**config.mk**
```make
export PLATFORM = sky130hd
export DESIGN_NAME = hws_config_regs
export DESIGN_NICKNAME = d
export VERILOG_FILES = /design/src/hws_pkg.sv /design/src/hws_octant.sv /design/src/hws_wheel_wake.sv /design/src/hws_config_regs.sv
export SDC_FILE = /design/constraint.sdc
export NUM_CORES = 1
export LEC_CHECK = 0
export ABC_AREA = 1
export ABC_CLOCK_PERIOD_IN_PS = 1800
export CORE_MARGIN = 4
export CORE_UTILIZATION = 60
export DETAILED_ROUTE_END_ITERATION = 8
export DONT_BUFFER_PORTS = 1
export PLACE_DENSITY_LB_ADDON = 0.3
export SLEW_MARGIN = 20
export SYNTH_ARGS = -nofsm -noshare
export SYNTH_HDL_FRONTEND = slang
export SYNTH_HIERARCHICAL = 1
export SYNTH_SLANG_ARGS = --single-unit
```
**constraint.sdc**
```tcl
create_clock -name i_ref_clk -period 1.8 [get_ports i_ref_clk]
set_input_delay 0.45 -clock i_ref_clk [delete_from_list [all_inputs] [get_ports i_ref_clk]]
set_output_delay 0.45 -clock i_ref_clk [all_outputs]
set_load 0.01 [all_outputs]
```
**src/hws_pkg.sv**
```systemverilog
// shared constants and types of the hall wheel config bank
package hws_pkg;
  // register byte addresses
  localparam logic [7:0] A_RATIO  = 8'h78;
  localparam logic [7:0] A_SIN    = 8'h79;
  localparam logic [7:0] A_COS    = 8'h7A;
  localparam logic [7:0] A_BETA   = 8'h7B;
  localparam logic [7:0] A_WAKE   = 8'h7C;
  localparam logic [7:0] A_INTV   = 8'h7D;
  localparam logic [7:0] A_OFS_LO = 8'h7E;
  localparam logic [7:0] A_OFS_HI = 8'h7F;
  localparam logic [7:0] A_SYS    = 8'hD0;
  localparam logic [7:0] A_CHAN   = 8'hD1;
  // ratio register fields
  localparam int RAT_QUAD = 5;
  localparam int RAT_INV  = 3;
  // system control fields
  localparam int SYS_SRST = 7;
  localparam int SYS_ACK  = 6;
  localparam int SYS_EVT  = 5;
  localparam int SYS_OSC  = 4;
  localparam int SYS_COMM = 3;
  localparam int SYS_BAND = 2;
  localparam int SYS_TUNE = 1;
  localparam int SYS_SEED = 0;
  // wake preload fields
  localparam int WK_THR = 5;
  // reset values and other fixed constants
  localparam logic [7:0] SIN_RST  = 8'h00;
  localparam logic [7:0] COS_RST  = 8'h00;
  localparam logic [7:0] BETA_RST = 8'h08;
  localparam logic [7:0] WAKE_RST = 8'hFF;
  localparam logic [7:0] INTV_RST = 8'h03;
  localparam logic [5:0] CHAN_RST = 6'h3F;
  localparam logic [5:0] ROT_CHAN = 6'h3C;
  localparam logic [4:0] TMR_AWAKE = 5'h1F;
  localparam logic [8:0] OCT_DEG  = 9'h02D;
  localparam logic [7:0] UNMAPPED = 8'h00;
  // soft reset sequencer states, one-hot
  typedef enum logic [1:0] {
    ST_RUN  = 2'b01,
    ST_SRST = 2'b10
  } hws_state_t;
  // quadrature code: octant index of an angle, modulo 4
  function automatic logic [1:0] quad_code(input logic [8:0] ang);
    logic [8:0] lim;
    logic [2:0] oct;
    lim = OCT_DEG;
    oct = 3'h0;
    for (int k = 1; k < 8; k++) begin
      if (ang >= lim) begin
        oct = 3'(k);
      end
      lim = 9'(lim + OCT_DEG);
    end
    return oct[1:0];
  endfunction
endpackage

```
**src/hws_octant.sv**
```systemverilog
// octant tracker producing the two-bit quadrature code
module hws_octant (
  input  wire logic       i_ref_clk,   // system clock
  input  wire logic       i_rst_n,     // async reset, low
  input  wire logic       i_angle_vld, // new angle strobe
  input  wire logic [8:0] i_angle,     // angle 0..359
  output logic      [1:0] o_quad       // quadrature code
);
  typedef struct packed {
    logic [1:0] quad; // current code
  } hws_oct_t;
  hws_oct_t s_q;
  hws_oct_t s_d;

  // next code on each new angle
  always_comb begin
    s_d = s_q;
    if (i_angle_vld) begin
      s_d.quad = hws_pkg::quad_code(i_angle);
    end
  end

  // state register
  always_ff @(posedge i_ref_clk or negedge i_rst_n) begin
    if (!i_rst_n) begin
      s_q <= '0;
    end else begin
      s_q <= s_d;
    end
  end

  assign o_quad = s_q.quad;

  a_quad_follow: assert property (@(posedge i_ref_clk) disable iff (!i_rst_n)
    i_angle_vld |=> o_quad == hws_pkg::quad_code($past(i_angle)))
    else $error("quadrature code does not follow angle");
endmodule

```
**src/hws_wheel_wake.sv**
```systemverilog
// wheel wake movement timer and movement counter
module hws_wheel_wake (
  input  wire logic       i_ref_clk, // system clock
  input  wire logic       i_rst_n,   // async reset, low
  input  wire logic [2:0] i_thresh,  // counter threshold
  input  wire logic [4:0] i_preload, // timer preload
  input  wire logic       i_awake,   // wheel awake level
  input  wire logic       i_move,    // movement event
  input  wire logic       i_tick,    // timer tick enable
  output logic            o_wake,    // wake pulse
  output logic      [4:0] o_timer    // movement timer
);
  typedef struct packed {
    logic [4:0] tmr;  // countdown
    logic [3:0] cnt;  // movement count
    logic       wake; // wake pulse
  } hws_wk_t;
  hws_wk_t s_q;
  hws_wk_t s_d;

  // timer and counter update
  always_comb begin
    s_d = s_q;
    s_d.wake = 1'b0;
    if (i_awake) begin
      s_d.tmr = (i_preload == 5'h00) ? hws_pkg::TMR_AWAKE : i_preload;
      s_d.cnt = 4'h0;
    end else if (i_preload != 5'h00) begin
      if (i_tick && s_q.tmr <= 5'h01) begin
        s_d.tmr = i_preload;
        s_d.cnt = 4'h0;
      end else if (i_tick) begin
        s_d.tmr = 5'(s_q.tmr - 5'h01);
      end
    end
    if (!i_awake && i_move && s_q.tmr != 5'h00) begin
      s_d.cnt = (s_q.cnt == 4'hF) ? s_q.cnt : 4'(s_q.cnt + 4'h1);
      if (4'(s_q.cnt + 4'h1) >= {1'b0, i_thresh}) begin
        s_d.wake = 1'b1;
        s_d.cnt  = 4'h0;
      end
    end
  end

  // state register
  always_ff @(posedge i_ref_clk or negedge i_rst_n) begin
    if (!i_rst_n) begin
      s_q <= '0;
    end else begin
      s_q <= s_d;
    end
  end

  assign o_wake  = s_q.wake;
  assign o_timer = s_q.tmr;

  a_awake_load: assert property (@(posedge i_ref_clk) disable iff (!i_rst_n)
    i_awake && i_preload == 5'h00 |=> o_timer == hws_pkg::TMR_AWAKE)
    else $error("awake timer not loaded with 31");
  a_sleep_stop: assert property (@(posedge i_ref_clk) disable iff (!i_rst_n)
    !i_awake && $past(!i_awake) && i_preload == 5'h00 && $past(i_preload) == 5'h00
    |-> $stable(o_timer))
    else $error("sleeping timer moved with zero preload");
  a_no_wake_out: assert property (@(posedge i_ref_clk) disable iff (!i_rst_n)
    o_wake |-> $past(i_move) && $past(o_timer) != 5'h00 && !$past(i_awake))
    else $error("wake without movement inside window");
endmodule

```
**src/hws_config_regs.sv**
```systemverilog
// configuration and status register bank of the hall wheel sensor
module hws_config_regs (
  input  wire logic        i_ref_clk,     // 25 MHz clock
  input  wire logic        i_rst_n,       // async reset, low
  input  wire logic        i_wr_en,       // register write strobe
  input  wire logic        i_rd_en,       // register read strobe
  input  wire logic  [7:0] i_addr,        // register address
  input  wire logic  [7:0] i_wdata,       // write data
  input  wire logic        i_angle_vld,   // new angle strobe
  input  wire logic  [8:0] i_angle,       // wheel angle 0..359
  input  wire logic        i_ratio_neg,   // ratio sign
  input  wire logic        i_den_neg,     // denominator sign
  input  wire logic        i_num_neg,     // numerator sign
  input  wire logic [15:0] i_wheel_ofs,   // wheel offset degrees
  input  wire logic        i_wheel_awake, // wheel awake level
  input  wire logic        i_move,        // movement event
  input  wire logic        i_tick,        // movement timer tick
  input  wire logic        i_tune_busy,   // tuning running
  input  wire logic        i_tune_done,   // tuning finished pulse
  input  wire logic        i_seed_done,   // reseed finished pulse
  output logic       [7:0] o_rdata,       // read data
  output logic             o_rd_valid,    // read data valid pulse
  output logic       [1:0] o_quad,        // quadrature code
  output logic             o_dir_invert,  // invert degree direction
  output logic       [7:0] o_sin_const,   // sine constant
  output logic       [7:0] o_cos_const,   // cosine constant
  output logic       [7:0] o_filter_beta, // filter start value
  output logic       [7:0] o_interval,    // interval size degrees
  output logic             o_wheel_wake,  // wheel wake pulse
  output logic       [4:0] o_move_timer,  // movement timer
  output logic             o_soft_reset,  // soft reset pulse
  output logic             o_reset_event, // reset occurred event
  output logic             o_event_mode,  // event comms mode
  output logic             o_osc_8mhz,    // main clock at 8 MHz
  output logic             o_comms_en,    // host comms allowed
  output logic             o_band_small,  // one sixteenth band
  output logic             o_tune_start,  // start tuning pulse
  output logic             o_seed_start,  // start reseed pulse
  output logic       [5:0] o_chan_en,     // channel enables
  output logic             o_rot_en       // rotation function on
);
  // state of the bank, apart from the octant tracker and wake timer submodules
  typedef struct packed {
    hws_pkg::hws_state_t st;  // sequencer state
    logic [7:0]  sin_c;       // sine constant
    logic [7:0]  cos_c;       // cosine constant
    logic [7:0]  beta;        // filter start value
    logic [7:0]  wake;        // wake preload
    logic [7:0]  intv;        // interval size
    logic        inv;         // direction invert
    logic [2:0]  sign;        // sign flags
    logic [15:0] ofs;         // wheel offset copy
    logic        evt;         // event mode
    logic        osc8;        // 8 MHz select
    logic        comm;        // comms during tuning
    logic        band;        // small band
    logic        ack_pend;    // acknowledge pending
    logic        tune_pend;   // tuning pending
    logic        seed_pend;   // reseed pending
    logic        rst_flag;    // reset occurred
    logic [5:0]  chan;        // channel mask
    logic        tune_go;     // tuning start pulse
    logic        seed_go;     // reseed start pulse
    logic        srst_go;     // soft reset pulse
    logic        comms;       // comms allowed
    logic        rot;         // rotation enabled
    logic [7:0]  rdata;       // read data
    logic        rvld;        // read valid
  } hws_regs_t;

  hws_regs_t s_q;  // registered state
  hws_regs_t s_d;  // next state
  logic [1:0] quad; // octant tracker output
  logic       wr_sys; // write to control register

  // octant tracker
  hws_octant u_octant (
    .i_ref_clk   (i_ref_clk),
    .i_rst_n     (i_rst_n),
    .i_angle_vld (i_angle_vld),
    .i_angle     (i_angle),
    .o_quad      (quad)
  );

  // wheel wake timer and counter
  hws_wheel_wake u_wake (
    .i_ref_clk (i_ref_clk),
    .i_rst_n   (i_rst_n),
    .i_thresh  (s_q.wake[7:hws_pkg::WK_THR]),
    .i_preload (s_q.wake[hws_pkg::WK_THR-1:0]),
    .i_awake   (i_wheel_awake),
    .i_move    (i_move),
    .i_tick    (i_tick),
    .o_wake    (o_wheel_wake),
    .o_timer   (o_move_timer)
  );

  assign wr_sys = i_wr_en && i_addr == hws_pkg::A_SYS;

  // read view of the control register
  function automatic logic [7:0] sys_view(input hws_regs_t s);
    logic [7:0] v;
    v = 8'h00;
    v[hws_pkg::SYS_SRST] = (s.st == hws_pkg::ST_SRST);
    v[hws_pkg::SYS_ACK]  = s.ack_pend;
    v[hws_pkg::SYS_EVT]  = s.evt;
    v[hws_pkg::SYS_OSC]  = s.osc8;
    v[hws_pkg::SYS_COMM] = s.comm;
    v[hws_pkg::SYS_BAND] = s.band;
    v[hws_pkg::SYS_TUNE] = s.tune_pend;
    v[hws_pkg::SYS_SEED] = s.seed_pend;
    return v;
  endfunction

  // next state of the bank
  always_comb begin
    s_d = s_q;
    s_d.rvld    = 1'b0;
    s_d.tune_go = 1'b0;
    s_d.seed_go = 1'b0;
    s_d.srst_go = 1'b0;
    s_d.sign = {i_ratio_neg, i_den_neg, i_num_neg};
    s_d.ofs = i_wheel_ofs;
    s_d.comms = s_q.comm || !i_tune_busy;
    s_d.rot = (s_q.chan & hws_pkg::ROT_CHAN) == hws_pkg::ROT_CHAN;
    if (i_tune_done) begin
      s_d.tune_pend = 1'b0;
    end
    if (i_seed_done) begin
      s_d.seed_pend = 1'b0;
    end
    if (s_q.ack_pend) begin
      s_d.ack_pend = 1'b0;
      s_d.rst_flag = 1'b0;
    end
    // register writes
    if (i_wr_en && s_q.st == hws_pkg::ST_RUN) begin
      case (i_addr)
        // direction invert is the only writable bit
        hws_pkg::A_RATIO: begin
          s_d.inv = i_wdata[hws_pkg::RAT_INV];
        end
        hws_pkg::A_SIN: begin
          s_d.sin_c = i_wdata;
        end
        hws_pkg::A_COS: begin
          s_d.cos_c = i_wdata;
        end
        hws_pkg::A_BETA: begin
          s_d.beta = i_wdata;
        end
        hws_pkg::A_WAKE: begin
          s_d.wake = i_wdata;
        end
        // host keeps this within 10 to 180
        hws_pkg::A_INTV: begin
          s_d.intv = i_wdata;
        end
        hws_pkg::A_SYS: begin
          s_d.evt  = i_wdata[hws_pkg::SYS_EVT];
          s_d.osc8 = i_wdata[hws_pkg::SYS_OSC];
          s_d.comm = i_wdata[hws_pkg::SYS_COMM];
          s_d.band = i_wdata[hws_pkg::SYS_BAND];
          // set-only commands, a new request wins over done
          if (i_wdata[hws_pkg::SYS_TUNE]) begin
            s_d.tune_pend = 1'b1;
            s_d.tune_go   = 1'b1;
          end
          if (i_wdata[hws_pkg::SYS_SEED]) begin
            s_d.seed_pend = 1'b1;
            s_d.seed_go   = 1'b1;
          end
          if (i_wdata[hws_pkg::SYS_ACK]) begin
            s_d.ack_pend = 1'b1;
          end
          if (i_wdata[hws_pkg::SYS_SRST]) begin
            s_d.st = hws_pkg::ST_SRST;
          end
        end
        hws_pkg::A_CHAN: begin
          s_d.chan = i_wdata[5:0];
        end
        default: begin
          // writes elsewhere are ignored
        end
      endcase
    end
    // soft reset sequencer
    case (s_q.st)
      hws_pkg::ST_RUN: begin
        // normal operation
      end
      hws_pkg::ST_SRST: begin
        // restore defaults and report the reset
        s_d          = '0;
        s_d.st       = hws_pkg::ST_RUN;
        s_d.sin_c    = hws_pkg::SIN_RST;
        s_d.cos_c    = hws_pkg::COS_RST;
        s_d.beta     = hws_pkg::BETA_RST;
        s_d.wake     = hws_pkg::WAKE_RST;
        s_d.intv     = hws_pkg::INTV_RST;
        s_d.chan     = hws_pkg::CHAN_RST;
        s_d.rst_flag = 1'b1;
        s_d.srst_go  = 1'b1;
        s_d.comms    = 1'b1;
      end
      default: begin
        s_d.st = hws_pkg::ST_RUN;
      end
    endcase
    // read path, one cycle latency
    if (i_rd_en) begin
      s_d.rvld = 1'b1;
      case (i_addr)
        hws_pkg::A_RATIO: s_d.rdata = {1'b0, quad, 1'b0, s_q.inv, s_q.sign};
        hws_pkg::A_SIN:   s_d.rdata = s_q.sin_c;
        hws_pkg::A_COS:   s_d.rdata = s_q.cos_c;
        hws_pkg::A_BETA:  s_d.rdata = s_q.beta;
        hws_pkg::A_WAKE:  s_d.rdata = s_q.wake;
        hws_pkg::A_INTV:  s_d.rdata = s_q.intv;
        hws_pkg::A_OFS_LO: s_d.rdata = s_q.ofs[7:0];
        hws_pkg::A_OFS_HI: s_d.rdata = s_q.ofs[15:8];
        hws_pkg::A_SYS:   s_d.rdata = sys_view(s_q);
        hws_pkg::A_CHAN:  s_d.rdata = {2'b00, s_q.chan};
        default:          s_d.rdata = hws_pkg::UNMAPPED;
      endcase
    end
  end

  // state register, power-on defaults
  always_ff @(posedge i_ref_clk or negedge i_rst_n) begin
    if (!i_rst_n) begin
      s_q          <= '0;
      s_q.st       <= hws_pkg::ST_RUN;
      s_q.sin_c    <= hws_pkg::SIN_RST;
      s_q.cos_c    <= hws_pkg::COS_RST;
      s_q.beta     <= hws_pkg::BETA_RST;
      s_q.wake     <= hws_pkg::WAKE_RST;
      s_q.intv     <= hws_pkg::INTV_RST;
      s_q.chan     <= hws_pkg::CHAN_RST;
      s_q.rst_flag <= 1'b1;
      s_q.comms    <= 1'b1;
    end else begin
      s_q <= s_d;
    end
  end

  // outputs, all from state flops
  assign o_rdata       = s_q.rdata;
  assign o_rd_valid    = s_q.rvld;
  assign o_quad        = quad;
  assign o_dir_invert  = s_q.inv;
  assign o_sin_const   = s_q.sin_c;
  assign o_cos_const   = s_q.cos_c;
  assign o_filter_beta = s_q.beta;
  assign o_interval    = s_q.intv;
  assign o_soft_reset  = s_q.srst_go;
  assign o_reset_event = s_q.rst_flag;
  assign o_event_mode  = s_q.evt;
  assign o_osc_8mhz    = s_q.osc8;
  assign o_comms_en    = s_q.comms;
  assign o_band_small  = s_q.band;
  assign o_tune_start  = s_q.tune_go;
  assign o_seed_start  = s_q.seed_go;
  assign o_chan_en     = s_q.chan;
  assign o_rot_en      = s_q.rot;

  // checks
  a_invert_write: assert property (@(posedge i_ref_clk) disable iff (!i_rst_n)
    i_wr_en && i_addr == hws_pkg::A_RATIO && s_q.st == hws_pkg::ST_RUN
    |=> o_dir_invert == $past(i_wdata[hws_pkg::RAT_INV]))
    else $error("direction invert not written");
  a_sign_read: assert property (@(posedge i_ref_clk) disable iff (!i_rst_n)
    i_rd_en && i_addr == hws_pkg::A_RATIO ##1 1'b1
    |-> o_rd_valid && o_rdata[2:0] == $past(s_q.sign) && o_rdata[6:5] == $past(quad))
    else $error("ratio readback wrong");
  a_const_write: assert property (@(posedge i_ref_clk) disable iff (!i_rst_n)
    i_wr_en && i_addr == hws_pkg::A_SIN && s_q.st == hws_pkg::ST_RUN
    |=> o_sin_const == $past(i_wdata))
    else $error("sine constant not written");
  a_sin_hold: assert property (@(posedge i_ref_clk) disable iff (!i_rst_n)
    !(i_wr_en && i_addr == hws_pkg::A_SIN) && s_q.st == hws_pkg::ST_RUN |=> $stable(o_sin_const))
    else $error("sine constant changed without a write");
  a_cos_write: assert property (@(posedge i_ref_clk) disable iff (!i_rst_n)
    i_wr_en && i_addr == hws_pkg::A_COS && s_q.st == hws_pkg::ST_RUN
    |=> o_cos_const == $past(i_wdata))
    else $error("cosine constant not written");
  a_srst_defaults: assert property (@(posedge i_ref_clk) disable iff (!i_rst_n)
    o_soft_reset |-> o_filter_beta == hws_pkg::BETA_RST && o_chan_en == hws_pkg::CHAN_RST
    && o_interval == hws_pkg::INTV_RST
    && o_reset_event)
    else $error("soft reset defaults wrong");
  a_srst_seq: assert property (@(posedge i_ref_clk) disable iff (!i_rst_n)
    wr_sys && i_wdata[hws_pkg::SYS_SRST] && s_q.st == hws_pkg::ST_RUN |=> ##1 o_soft_reset ##1 !o_soft_reset)
    else $error("soft reset sequence wrong");
  a_ack_hold: assert property (@(posedge i_ref_clk) disable iff (!i_rst_n)
    o_reset_event && !s_q.ack_pend && !(wr_sys && i_wdata[hws_pkg::SYS_ACK]) |=> o_reset_event)
    else $error("reset event dropped without acknowledge");
  a_ack_clear: assert property (@(posedge i_ref_clk) disable iff (!i_rst_n)
    wr_sys && i_wdata[hws_pkg::SYS_ACK] && !i_wdata[hws_pkg::SYS_SRST] && s_q.st == hws_pkg::ST_RUN
    |=> ##1 !o_reset_event)
    else $error("acknowledge did not clear event");
  a_comms_gate: assert property (@(posedge i_ref_clk) disable iff (!i_rst_n)
    s_q.st == hws_pkg::ST_RUN && !s_q.comm && i_tune_busy |=> !o_comms_en)
    else $error("comms not blocked during tuning");
  a_tune_pend: assert property (@(posedge i_ref_clk) disable iff (!i_rst_n)
    o_tune_start |-> s_q.tune_pend
    && $past(wr_sys && i_wdata[hws_pkg::SYS_TUNE] && s_q.st == hws_pkg::ST_RUN))
    else $error("tuning start without pending flag");
  a_rot_enable: assert property (@(posedge i_ref_clk) disable iff (!i_rst_n)
    s_q.st == hws_pkg::ST_RUN |=> o_rot_en == (($past(o_chan_en) & hws_pkg::ROT_CHAN) == hws_pkg::ROT_CHAN))
    else $error("rotation enable wrong");
  c_soft_reset: cover property (@(posedge i_ref_clk) disable iff (!i_rst_n) o_soft_reset);
  c_tune_done:  cover property (@(posedge i_ref_clk) disable iff (!i_rst_n)
    o_tune_start ##[1:20] !s_q.tune_pend);
  c_wake:       cover property (@(posedge i_ref_clk) disable iff (!i_rst_n) o_wheel_wake);
endmodule

```
==> results of run 1 <==
[synthesized netlist by cell type (5+ instances only)]
| master | number |
|---|---|
| dfstp_2 | 20 |
| o21ai_1 | 41 |
| nor2_2 | 7 |
| nand3_1 | 97 |
| buf_4 | 60 |
| nand2_2 | 13 |
| nor2_1 | 79 |
| dfrtp_1 | 82 |
| inv_1 | 83 |
| o21ai_0 | 10 |
| a21oi_1 | 18 |
| buf_2 | 5 |
| nand4_1 | 7 |
| nand2_1 | 155 |
| ha_1 | 7 |
| inv_2 | 13 |
| nor2_4 | 12 |
[state kept, by name, indices dropped and copies added, names as in the netlist, 4 cells and up]
register / flops
o_interval: 8
o_cos_const: 8
u_wake/o_timer: 5
o_rdata: 8
s_q: 33
o_filter_beta: 8
o_sin_const: 8
u_wake/s_q: 4
o_chan_en: 6
[layer usage]
metal | share of wire, % | track usage (%) | wire [um]
met3 | 9.1 | 6.92 | 1270
met4 | 1.9 | 8.04 | 268
met2 | 48 | 41.2 | 6650
met5 | 0 | 0 | 0
met1 | 41 | 33.0 | 5760
[critical path: stages (launching register included)]
cell and delay, ns:
dfrtp_2 0.43, ha_1 0.23, xor2_1 0.16, ha_1 0.19, inv_1 0.05, nand2_1 0.08, nor2_4 0.14, nand3_2 0.09
nand2_2 0.10, nand2_1 0.05, o21ai_1 0.07
[cells in the final DEF, fill, tap and decap left out, drive strengths merged]
cell type | netlist | layout
a21oi | 19 | 19
xnor2 | 2 | 2
xor2 | 1 | 1
clkbuf | 1 | 9
o22ai | 3 | 3
nand3b | 4 | 4
clkinv | 1 | 2
bufinv | 0 | 1
inv | 96 | 100
dfrtp | 82 | 82
and2 | 1 | 1
nor2 | 98 | 98
clkinvlp | 0 | 1
buf | 68 | 11
nand2 | 170 | 170
nand3 | 100 | 100
nor3 | 3 | 3
o2111ai | 1 | 1
o21ai | 53 | 53
nand4 | 8 | 8
a31oi | 4 | 4
o211ai | 3 | 3
a22o | 2 | 2
dfstp | 20 | 20
ha | 7 | 7
[stage by stage]
| step | instance area, um2 | total power, mW | hold WS, ns | utilization, % |
|---|---|---|---|---|
| finish | 5810 | 4.72 | -0.250 | 62.0 |
| global route | 5810 | 4.92 | -0.265 | 62.0 |
| CTS | 5800 | 4.73 | -0.262 | 61.9 |
| detailed placement | 5590 | 3.19 | 0.157 | 59.7 |
| global placement | 5590 | 3.17 | 0.157 | 59.7 |
| floorplan | 5850 | 3.15 | 0.154 | - |
[repair_timing]
item                                    4_1_cts  5_1_grt
gates resized for setup                       0        2
endpoints found under the hold margin       102      102
endpoints found under the setup margin        0        3
setup buffers                                 0        1
[final cells by class]
type	instances	share of cell area (%)
Inverter	97	6.28
Clock inverter	7	1.53
Tap cell	129	2.78
Sequential cell	102	44.4
Timing Repair Buffer	11	1.64
Multi-Input combinational cell	479	41.3
Clock buffer	9	2.13
[power by group]
part | switching [mW] | internal, mW | leakage (nW) | total (mW)
clock network | 0.877 | 0.679 | 0.106 | 1.56
logic | 0.320 | 0.192 | 1.62 | 0.512
registers | 0.194 | 2.45 | 1.26 | 2.65
total | 1.39 | 3.32 | 2.99 | 4.72
[cell families after synthesis]
| group | share of synthesized area, % |
|---|---|
| AND/OR/NAND/NOR | 30.7 |
| XOR/XNOR | 0.449 |
| flip-flops | 44.1 |
| adder cells (fa/ha/maj) | 1.50 |
| buffers and inverters | 14.9 |
| AO/OA/AOI/OAI | 8.39 |
[final timing paths]
check	from	end	slack (ns)	cells after the start
max in group asynchronous	i_rst_n	o_filter_beta[3]	1.79	0
min in group i_ref_clk	i_rd_en	o_rd_valid	0.09	0
min	i_rst_n	u_wake/o_timer[3]	-0.25	0
min reg2reg	s_q[23]	o_reset_event	0.49	3
max	u_wake/s_q[1]	u_wake/s_q[1]	0.13	10
max reg2reg	u_wake/s_q[1]	u_wake/s_q[1]	0.13	10
==> summary.md, run 1 <==
| Metric | Value |
|---|---|
| Status | `finished, violations left` |
| Failing checks | `negative hold slack` |
| Pre-antenna DRT Iters | `5` |
| F_max | `around 600 MHz` |
| CTS tree | `yes` |
| Share of cells above drive strength 1 | `between 15 and 20%` |
| Number of synthesized flops with an enable pin | `0` |
| Area of the core | `roughly 9400 um2` |
| Async set or reset register ratio after synthesis | `between 90% and 100%` |
| Fin Clk Skew | `0.0131 ns` |
| Post-Synthesis Cell Area | `approximately 5800 um2` |
| Dpl ws | `approximately 0.10 ns` |
| Vias | `around 4,600` |
| CP Max Fanout | `5` |
| Placed Cells | `817` |
| Maximum clock insertion buffer count | `2` |
| N_diodes | `0` |
| Final Non-Filler Cells | `approximately 830` |
| Area of the multi-input gates | `approximately 2400 um2` |
| Synth Net Count | `between 800 and 900` |
| Clk pin slew, worst setup/hold paths | `roughly 0.10 ns` |
| Die H | `107 um` |
| Vias per cell | `5.56` |
| Inserted Clock Buffers | `9` |
| Static Leak | `approximately 3.0 nW` |
| Period utilisation layout | `92.6%` |
| Initial antenna violation count | `0` |
| Largest net degree at the start of global routing | `just over 100` |
| Synthesized instance count | `747` |
| Critical path endpoint category | `flip-flop` |
| Slew @ Worst Pin | `around 0.63 ns` |
| Syn-to-layout area delta | `-0.556%` |
| Clk root buf | `clkbuf_8` |
| Endpoints failing hold | `just over 100` |
| Max-Slew Margin vs Limit | `57.6%` |
| Synth area leader | `dfrtp_1` |
| Top cell type's share of synthesized area | `between 30% and 40%` |
| Final Critical Period | `roughly 1.7 ns` |
| Ys flop type | `dfrtp_1` |
| DRC viols | `0` |
| Synth warnings | `6` |
| Max VDD drop | `around 0.35 mV` |
| Setup-failing EPs final | `0` |
| Hold slack final | `-0.250 ns` |
| Nets | `between 700 and 800` |
| Die Width | `~110 um` |
| Num Clock Sinks | `102` |
| RePlAce Congestion | `about 0.90` |
| First-pass GRT wire length | `22,900 um` |
| Seq/Total Area, Yosys | `between 40% and 50%` |
| Final slew viol count | `0` |
| Worst endpoint required time | `around 2.1 ns` |
| Die area | `between 10,000 and 15,000 um2` |
| WL final | `between 10,000 and 15,000 um` |
| Final WS setup | `roughly 0.13 ns` |
| Post-detail-place hpwl | `approximately 11,000 um` |
| Worst-Skew Late Latency | `approximately 0.38 ns` |
| ANT nets after route | `0` |
| Max Cap Violations | `0` |
| Fill count | `approximately 850` |
| Crit path kind | `flip-flop to flip-flop` |
| GR Util All Layers | `about a quarter` |
| Pwr/cell area | `approximately 810 nW/um2` |
| Seq. cell area | `about 2600 um2` |
| Wire length per cell | `16.7 um` |
| PortBufs | `0` |
| Total grt overflow | `0` |
| Row cnt | `35` |
| Ports | `120` |
| Crit path DAT | `just under 2 ns` |
| Top cells by area, synth | `dfrtp_1 (35%), nand2_1 (10%), dfstp_2 (9.0%)` |
| Seq cells post-synth | `102` |
| DR iter-0 viols | `424` |
| Yosys cell types | `39` |
| Tightest Hold Check Type | `input port to asynchronous set/reset pin` |
| Sum Neg Setup Slack | `0 ns` |
| Critical Path Start Type | `flip-flop` |
| H-tree Lvls | `3` |
| Starting Density | `62.4%` |
| Post-Syn Area per Cell | `about 7.8 um2` |
| Number of global-route vias before repair | `roughly 4,600` |
| Unrepaired setup endpoints after global routing | `false` |
Note: power is estimated with default switching activity, not from simulation.
==> inputs of run 2 (changes only) <==
- CELL_PAD_IN_SITES_DETAIL_PLACEMENT: unset -> 2
- CELL_PAD_IN_SITES_GLOBAL_PLACEMENT: unset -> 2
- CORE_MARGIN: 4 -> 1
- CORE_UTILIZATION: 60 -> 37
- MAX_ROUTING_LAYER: unset -> met4
==> summary.md, run 2 (synthesis gave the netlist of run 1 again) <==
| Metric | Value |
|---|---|
| Largest net degree at the start of global routing | `103 (unchanged)` |
| Inserted Clock Buffers | `9 (unchanged)` |
| Commonest non-fill, non-tap cell in the layout | `nand2_1` |
| Hold slack final | `-0.224 ns (+0.0257 ns)` |
| WL final | `18,700 um (+34%)` |
| Share of cells above drive strength 1 | `16.7% (+1.3 points)` |
| RePlAce Congestion | `0.889 (-1.5%)` |
| Vias | `4,802 (+3.6%)` |
| DRC viols | `0 (unchanged)` |
| Critical Path Start Type | `flip-flop` |
| Syn-to-layout area delta | `5.01%` |
| Clk root buf | `clkbuf_16` |
| Sequential power share | `48.8% (-7.3 points)` |
| R2r setup slk | `0.09 ns (-0.04 ns)` |
| Clk pin slew, worst setup/hold paths | `0.07 ns (-0.03 ns)` |
| Die Width | `128 um (+20%)` |
| Nets | `771 (+1.2%)` |
| F_max | `585 MHz (-2.4%)` |
| Die H | `128 um (+20%)` |
| GR Util All Layers | `25.0% (-0.29 points)` |
| PortBufs | `0 (unchanged)` |
| Vias per cell | `5.19 (-6.6%)` |
| Ports | `120 (unchanged)` |
| Crit path DAT | `2.00 ns (+0.04 ns)` |
| Final core utilization | `40.1% (-22 points)` |
| Fill count | `1,815 (+110%)` |
| Die area | `16,300 um2 (+43%)` |
| Wire length per cell | `20.3 um (+21%)` |
| Slew @ Worst Pin | `0.425 ns (-0.209 ns)` |
| Gate power share | `10.7% (-0.2 points)` |
| Worst endpoint required time | `2.09 ns (about the same)` |
| CTS tree | `yes` |
| Max VDD drop | `0.464 mV (+31%)` |
| DR iter-0 viols | `205 (-52%)` |
| Setup-failing EPs final | `0 (unchanged)` |
| Tightest Hold Check Type | `input port to asynchronous set/reset pin` |
| Number of global-route vias before repair | `5,306 (+16%)` |
| H-tree Lvls | `3 (unchanged)` |
| Largest register FFs | `33 (unchanged)` |
| ANT nets after route | `0 (unchanged)` |
| CP max stage cell | `dfrtp_2` |
| Area of the core | `15,300 um2 (+63%)` |
| Final slew viol count | `0 (unchanged)` |
| Period utilisation layout | `94.9% (+2.3 points)` |
| Total power | `5.44 mW (+15%)` |
| Critical path endpoint category | `flip-flop` |
| Total grt overflow | `0 (unchanged)` |
| Biggest register | `s_q` |
| Endpoints failing hold | `102 (unchanged)` |
| First-pass GRT wire length | `29,700 um (+30%)` |
| Row cnt | `45 (+29%)` |
| Slowest stage delay, CP | `0.42 ns (about the same)` |
| CP Max Fanout | `4 (-1)` |
| N_diodes | `0 (unchanged)` |
| Psw | `1.51 mW (+8.7%)` |
| Status | `finished, violations left` |
| Pre-antenna DRT Iters | `4 (-1)` |
| Failing checks | `negative hold slack` |
| Maximum clock insertion buffer count | `2 (unchanged)` |
| Sum Neg Setup Slack | `0 ns (unchanged)` |
| Final Critical Period | `1.71 ns (+0.0418 ns)` |
| Post-detail-place hpwl | `14,300 um (+35%)` |
| Starting Density | `38.2% (-24 points)` |
| Switching share of total power | `27.8% (-1.7 points)` |
| Num Clock Sinks | `102 (unchanged)` |
| Crit path kind | `flip-flop to flip-flop` |
| Initial antenna violation count | `0 (unchanged)` |
| Internal | `3.93 mW (+18%)` |
| Worst-path cell chain | `ha_2, xor2_2, ha_1, inv_1, nand2_1, nor2_4, buf_4, nand3_1, o21ai_2` |
| Worst-Skew Late Latency | `0.37 ns (about the same)` |
| Max-Slew Margin vs Limit | `71.6% (+14 points)` |
| Pwr/cell area | `887 nW/um2 (+9.3%)` |
| Clk network pwr share | `40.5% (+7.5 points)` |
| Commonest non-fill, non-tap cells in the layout | `nand2_1 (154), nand3_1 (97), inv_1 (83)` |
| Max Cap Violations | `0 (unchanged)` |
| Static Leak | `3.09 nW (+3.5%)` |
| Fin Clk Skew | `0.0117 ns (-0.00147 ns)` |
run 2: power groups by stage:
stage / Combinational, mW / Clock, mW / Sequential (mW)
after floorplan: 0.560 / 0 / 2.59
after global placement: 0.520 / 0 / 2.69
after detailed placement: 0.558 / 0 / 2.70
after CTS: 0.572 / 2.27 / 2.66
after global routing: 0.666 / 2.33 / 2.68
final: 0.583 / 2.21 / 2.66
run 2: final timing paths:
path | startpoint | depth (start not counted) | endpoint
max in group asynchronous | i_rst_n | 0 | o_chan_en[0]
worst max-delay path | u_wake/s_q[1] | 9 | u_wake/s_q[3]
worst min-delay path | i_rst_n | 0 | u_wake/o_timer[2]
worst min register to register | s_q[23] | 3 | o_reset_event
worst max register to register | u_wake/s_q[1] | 9 | u_wake/s_q[3]
min in group i_ref_clk | i_rd_en | 0 | o_rd_valid
run 2: what timing repair did:
item                                    CTS  global route
hold endpoints to repair                102           102
gates resized for setup                   3             3
endpoints found under the setup margin    3             3
pin swaps                                 0             2
buffers inserted                          0             4
run 2: routing by layer:
| layer | track usage [%] | share of wire [%] | up-vias |
|---|---|---|---|
| met5 | - | 0 | - |
| met4 | 9.13 | 2.4 | 0 |
| met3 | 6.47 | 6.1 | 27 |
| met2 | 41.0 | 49 | 109 |
| met1 | 29.8 | 43 | 2408 |
| li1 | - | - | 2258 |
run 2: worst max-delay path, delay by kind of cell (launching register included):
| family | cells | cell delay [ns] |
|---|---|---|
| DFF | 1 | 0.42 |
| adders and majority gates | 2 | 0.40 |
| and+or+nand+nor | 3 | 0.34 |
| xor gates and xnor gates | 1 | 0.16 |
| AOI/OAI and AO/OA | 1 | 0.12 |
| buffers and inverters | 2 | 0.20 |
run 2: final cells by class:
cell class,instances,area [um2],area share (%)
Inverter,97,365,5.95
Sequential cell,102,2580,42.0
Timing Repair Buffer,20,175,2.85
Tap cell,211,264,4.30
Clock inverter,6,93.8,1.53
Clock buffer,10,239,3.89
Multi-Input combinational cell,479,2420,39.5
run 2: metrics by stage:
step / cell area (um2) / hold slack (ns) / setup slack (ns) / instances
CTS: 6090 / -0.239 / 0.0141 / 921
finish: 6140 / -0.224 / 0.0916 / 925
global placement: 5750 / 0.157 / 0.144 / 905
global route: 6140 / -0.236 / -0.0323 / 925
floorplan: 5850 / 0.154 / 0.235 / 747
detailed placement: 5750 / 0.157 / -0.0132 / 905
==> inputs of run 3 (changes only) <==
- SYNTH_HIERARCHICAL: 1 -> unset
==> summary.md, run 3 <==
| Metric | Value |
|---|---|
| Maximum clock insertion buffer count | `2 (unchanged)` |
| Critical Path Start Type | `flip-flop` |
| Total power | `5.22 mW (-4.2%)` |
| Post-Synthesis Cell Area | `5620 um2 (-3.8%)` |
| Final core utilization | `40.2% (+0.087 points)` |
| Initial antenna violation count | `0 (unchanged)` |
| Fill count | `1,659 (-8.6%)` |
| Worst reg2reg path endpoint | `u_wake.s_q[2]` |
| Commonest non-fill, non-tap cells in the layout | `nand2_1 (177), nor2_1 (83), dfrtp_1 (82)` |
| CP Max Fanout | `3 (-1)` |
| Seq/Total Area, Yosys | `45.8% (+1.8 points)` |
| Synthesized instance count | `698 (-6.6%)` |
| H-tree Lvls | `3 (unchanged)` |
| Commonest cells post-synth | `nand2_1 (179), nor2_1 (84), dfrtp_1 (82)` |
| Die H | `125 um (-1.9%)` |
| Crit path kind | `flip-flop to flip-flop` |
| Metal1 wirelength | `7600 um (-5.0%)` |
| Post-Syn Area per Cell | `8.06 um2 (+2.9%)` |
| Worst-Skew Late Latency | `0.36 ns (about the same)` |
| Inserted Clock Buffers | `9 (unchanged)` |
| Endpoints failing hold | `96 (-5.9%)` |
| R2r setup slk | `-0.04 ns (-0.13 ns)` |
| Clk root buf | `clkbuf_16` |
| Status | `finished, violations left` |
| Setup-failing EPs final | `2 (+2)` |
| Most instantiated library cell after synthesis | `nand2_1` |
| Max-Slew Margin vs Limit | `54.9% (-17 points)` |
| Top cells by area, synth | `dfrtp_1 (36%), nand2_1 (12%), dfstp_2 (9.3%)` |
| Final Critical Period | `1.84 ns (+0.133 ns)` |
| Unrepaired setup endpoints after global routing | `true` |
| WL met2 | `9010 um (-1.4%)` |
| Syn-to-layout area delta | `5.03% (about the same)` |
| Synth Net Count | `759 (-6.2%)` |
| Commonest non-fill, non-tap cell in the layout | `nand2_1` |
| Final slew viol count | `0 (unchanged)` |
| Post-detail-place hpwl | `13,800 um (-3.1%)` |
| Vias per cell | `5.21 (+0.42%)` |
| GR Util All Layers | `25.0% (-0.049 points)` |
| PortBufs | `0 (unchanged)` |
| Failing checks | `design-rule violations, negative hold slack, negative setup slack` |
| Synth warnings | `0 (-6)` |
| Nets | `726 (-5.8%)` |
| Seq cells post-synth | `102 (unchanged)` |
| Num Clock Sinks | `102 (unchanged)` |
| Ys flop type | `dfrtp_1` |
| FF-to-FF Start | `u_wake.s_q[1]` |
| Dpl ws | `-0.181 ns (-0.168 ns)` |
| Async set or reset register ratio after synthesis | `100% (unchanged)` |
| Top cell type's share of synthesized area | `36.5% (+1.4 points)` |
| Sum Neg Setup Slack | `-0.0634 ns (-0.0634 ns)` |
| Total grt overflow | `0 (unchanged)` |
| CP max stage cell | `dfrtp_1` |
| Die Width | `125 um (-1.9%)` |
| Top sig layer | `met4` |
| Seq. cell area | `2580 um2 (about the same)` |
| RePlAce Congestion | `0.834 (-6.2%)` |
| Largest register FFs | `33 (unchanged)` |
| Largest net degree at the start of global routing | `103 (unchanged)` |
| DRC viols | `6 (+6)` |
| Worst endpoint required time | `2.08 ns (about the same)` |
| F_max | `543 MHz (-7.2%)` |
| Area of the core | `14,700 um2 (-4.0%)` |
| Die area | `15,700 um2 (-3.8%)` |
| Max Cap Violations | `0 (unchanged)` |
| Met3 routed WL | `992 um (-13%)` |
| Ports | `120 (unchanged)` |
| Crit path DAT | `2.13 ns (+0.13 ns)` |
| Pwr/cell area | `884 nW/um2 (-0.36%)` |
| Clk pin slew, worst setup/hold paths | `0.07 ns (about the same)` |
| Number of synthesized flops with an enable pin | `0 (unchanged)` |
| Vias | `4,447 (-7.4%)` |
| Critical path endpoint category | `flip-flop` |
| Max VDD drop | `0.478 mV (+3.1%)` |
| Number of global-route vias before repair | `5,050 (-4.8%)` |
| Reg2reg path depth | `9 (unchanged)` |
| Slowest stage delay, CP | `0.43 ns (about the same)` |
| ANT nets after route | `0 (unchanged)` |
| Pre-antenna DRT Iters | `8 (+4)` |
| Tightest Hold Check Type | `input port to asynchronous set/reset pin` |
| Wire length per cell | `21.2 um (+4.4%)` |
| Hold slack final | `-0.221 ns (+0.00307 ns)` |
| Starting Density | `38.3% (+0.075 points)` |
| Yosys cell types | `39 (unchanged)` |
| Period utilisation layout | `102% (+7.4 points)` |
| Biggest register | `s_q` |
| First-pass GRT wire length | `28,600 um (-3.6%)` |
| Share of cells above drive strength 1 | `19.4% (+2.8 points)` |
| Final WS setup | `-0.0412 ns (-0.133 ns)` |
| Static Leak | `2.95 nW (-4.5%)` |
| CTS tree | `yes` |
| WL final | `18,000 um (-3.7%)` |
| Worst-path cell chain | `ha_4, xor2_2, ha_2, o21bai_4, a21oi_4, nand2_2, nor2_4, nand2_1, o21ai_1` |
| Row cnt | `44 (-2.2%)` |
| DR iter-0 viols | `222 (+8.3%)` |
| Synth area leader | `dfrtp_1` |
| Slew @ Worst Pin | `0.674 ns (+0.249 ns)` |
| N_diodes | `0 (unchanged)` |
| Area of the multi-input gates | `2330 um2 (-3.9%)` |
| Fin Clk Skew | `0.00958 ns (-0.00207 ns)` |
==> run 3: cell count changes after synthesis, sizes merged, moves of 3 or more <==
cell	delta
o211ai	-3
nand3	-71
o22ai	+8
o21ai	+13
buf	-4
inv	-10
nand2	+21
nor2	-5
==> run 3: repair_timing <==
item,4_1_cts,5_1_grt
pin swaps,5,10
hold endpoints to repair,102,102
setup endpoints to repair,4,5
setup buffers,3,1
gates resized for setup,11,9
==> run 3: worst max-delay path: cells and delay by family, from the launching register on <==
kind | cells | cell delay, ns
AO/OA/AOI/OAI | 3 | 0.49
XOR/XNOR | 1 | 0.18
adder cells (fa/ha/maj) | 2 | 0.38
flip-flops | 1 | 0.43
AND/OR/NAND/NOR | 3 | 0.29
==> run 3: how the worst max path moves through the flow <==
stage                     cells past startpoint           from             to  slack [ns]
after CTS                                     9  u_wake.s_q[1]  u_wake.s_q[2]       -0.01
after detailed placement                      9  u_wake.s_q[1]  u_wake.s_q[2]       -0.18
after global placement                        9  u_wake.s_q[1]  u_wake.s_q[2]        0.02
after global routing                          9  u_wake.s_q[1]  u_wake.s_q[2]       -0.13
final                                         9  u_wake.s_q[1]  u_wake.s_q[2]       -0.04
after floorplan                               9  u_wake.s_q[1]  u_wake.s_q[1]        0.10
==> run 3: through the flow <==
step | std cells | area (um2)
after CTS | 852 | 5840
final | 853 | 5910
after detailed placement | 834 | 5480
after floorplan | 698 | 5620
after global routing | 853 | 5910
after global placement | 834 | 5480
==> run 3: cells by family (layout without fill, tap and decap cells) <==
family	after synthesis	after routing	synth area share (%)
AO/OA/AOI/OAI	107	107	12.1
buffers and inverters	151	122	14.7
flip-flops	102	102	45.8
AND/OR/NAND/NOR	329	329	25.6
XOR/XNOR	3	3	0.467
adder cells (fa/ha/maj)	6	6	1.34
==> run 3: routing by layer <==
layer / GRT usage, % / vias up
met2: 42.4 / 97
met4: 8.82 / 0
met5: - / -
met3: 6.46 / 26
met1: 28.5 / 2240
li1: - / 2084
==> run 3: layout make-up <==
cell class,instances,share of cell area [%]
Clock buffer,12,4.51
Inverter,87,5.66
Timing Repair Buffer,20,2.54
Multi-Input combinational cell,445,39.4
Tap cell,184,3.90
Sequential cell,102,43.6
Clock inverter,3,0.318
==> run 3: where the power goes <==
group	internal [mW]	leakage [nW]	switching, mW
Clock	1.04	0.144	0.913
Combinational	0.250	1.53	0.377
Sequential	2.46	1.28	0.172
Total	3.76	2.95	1.46
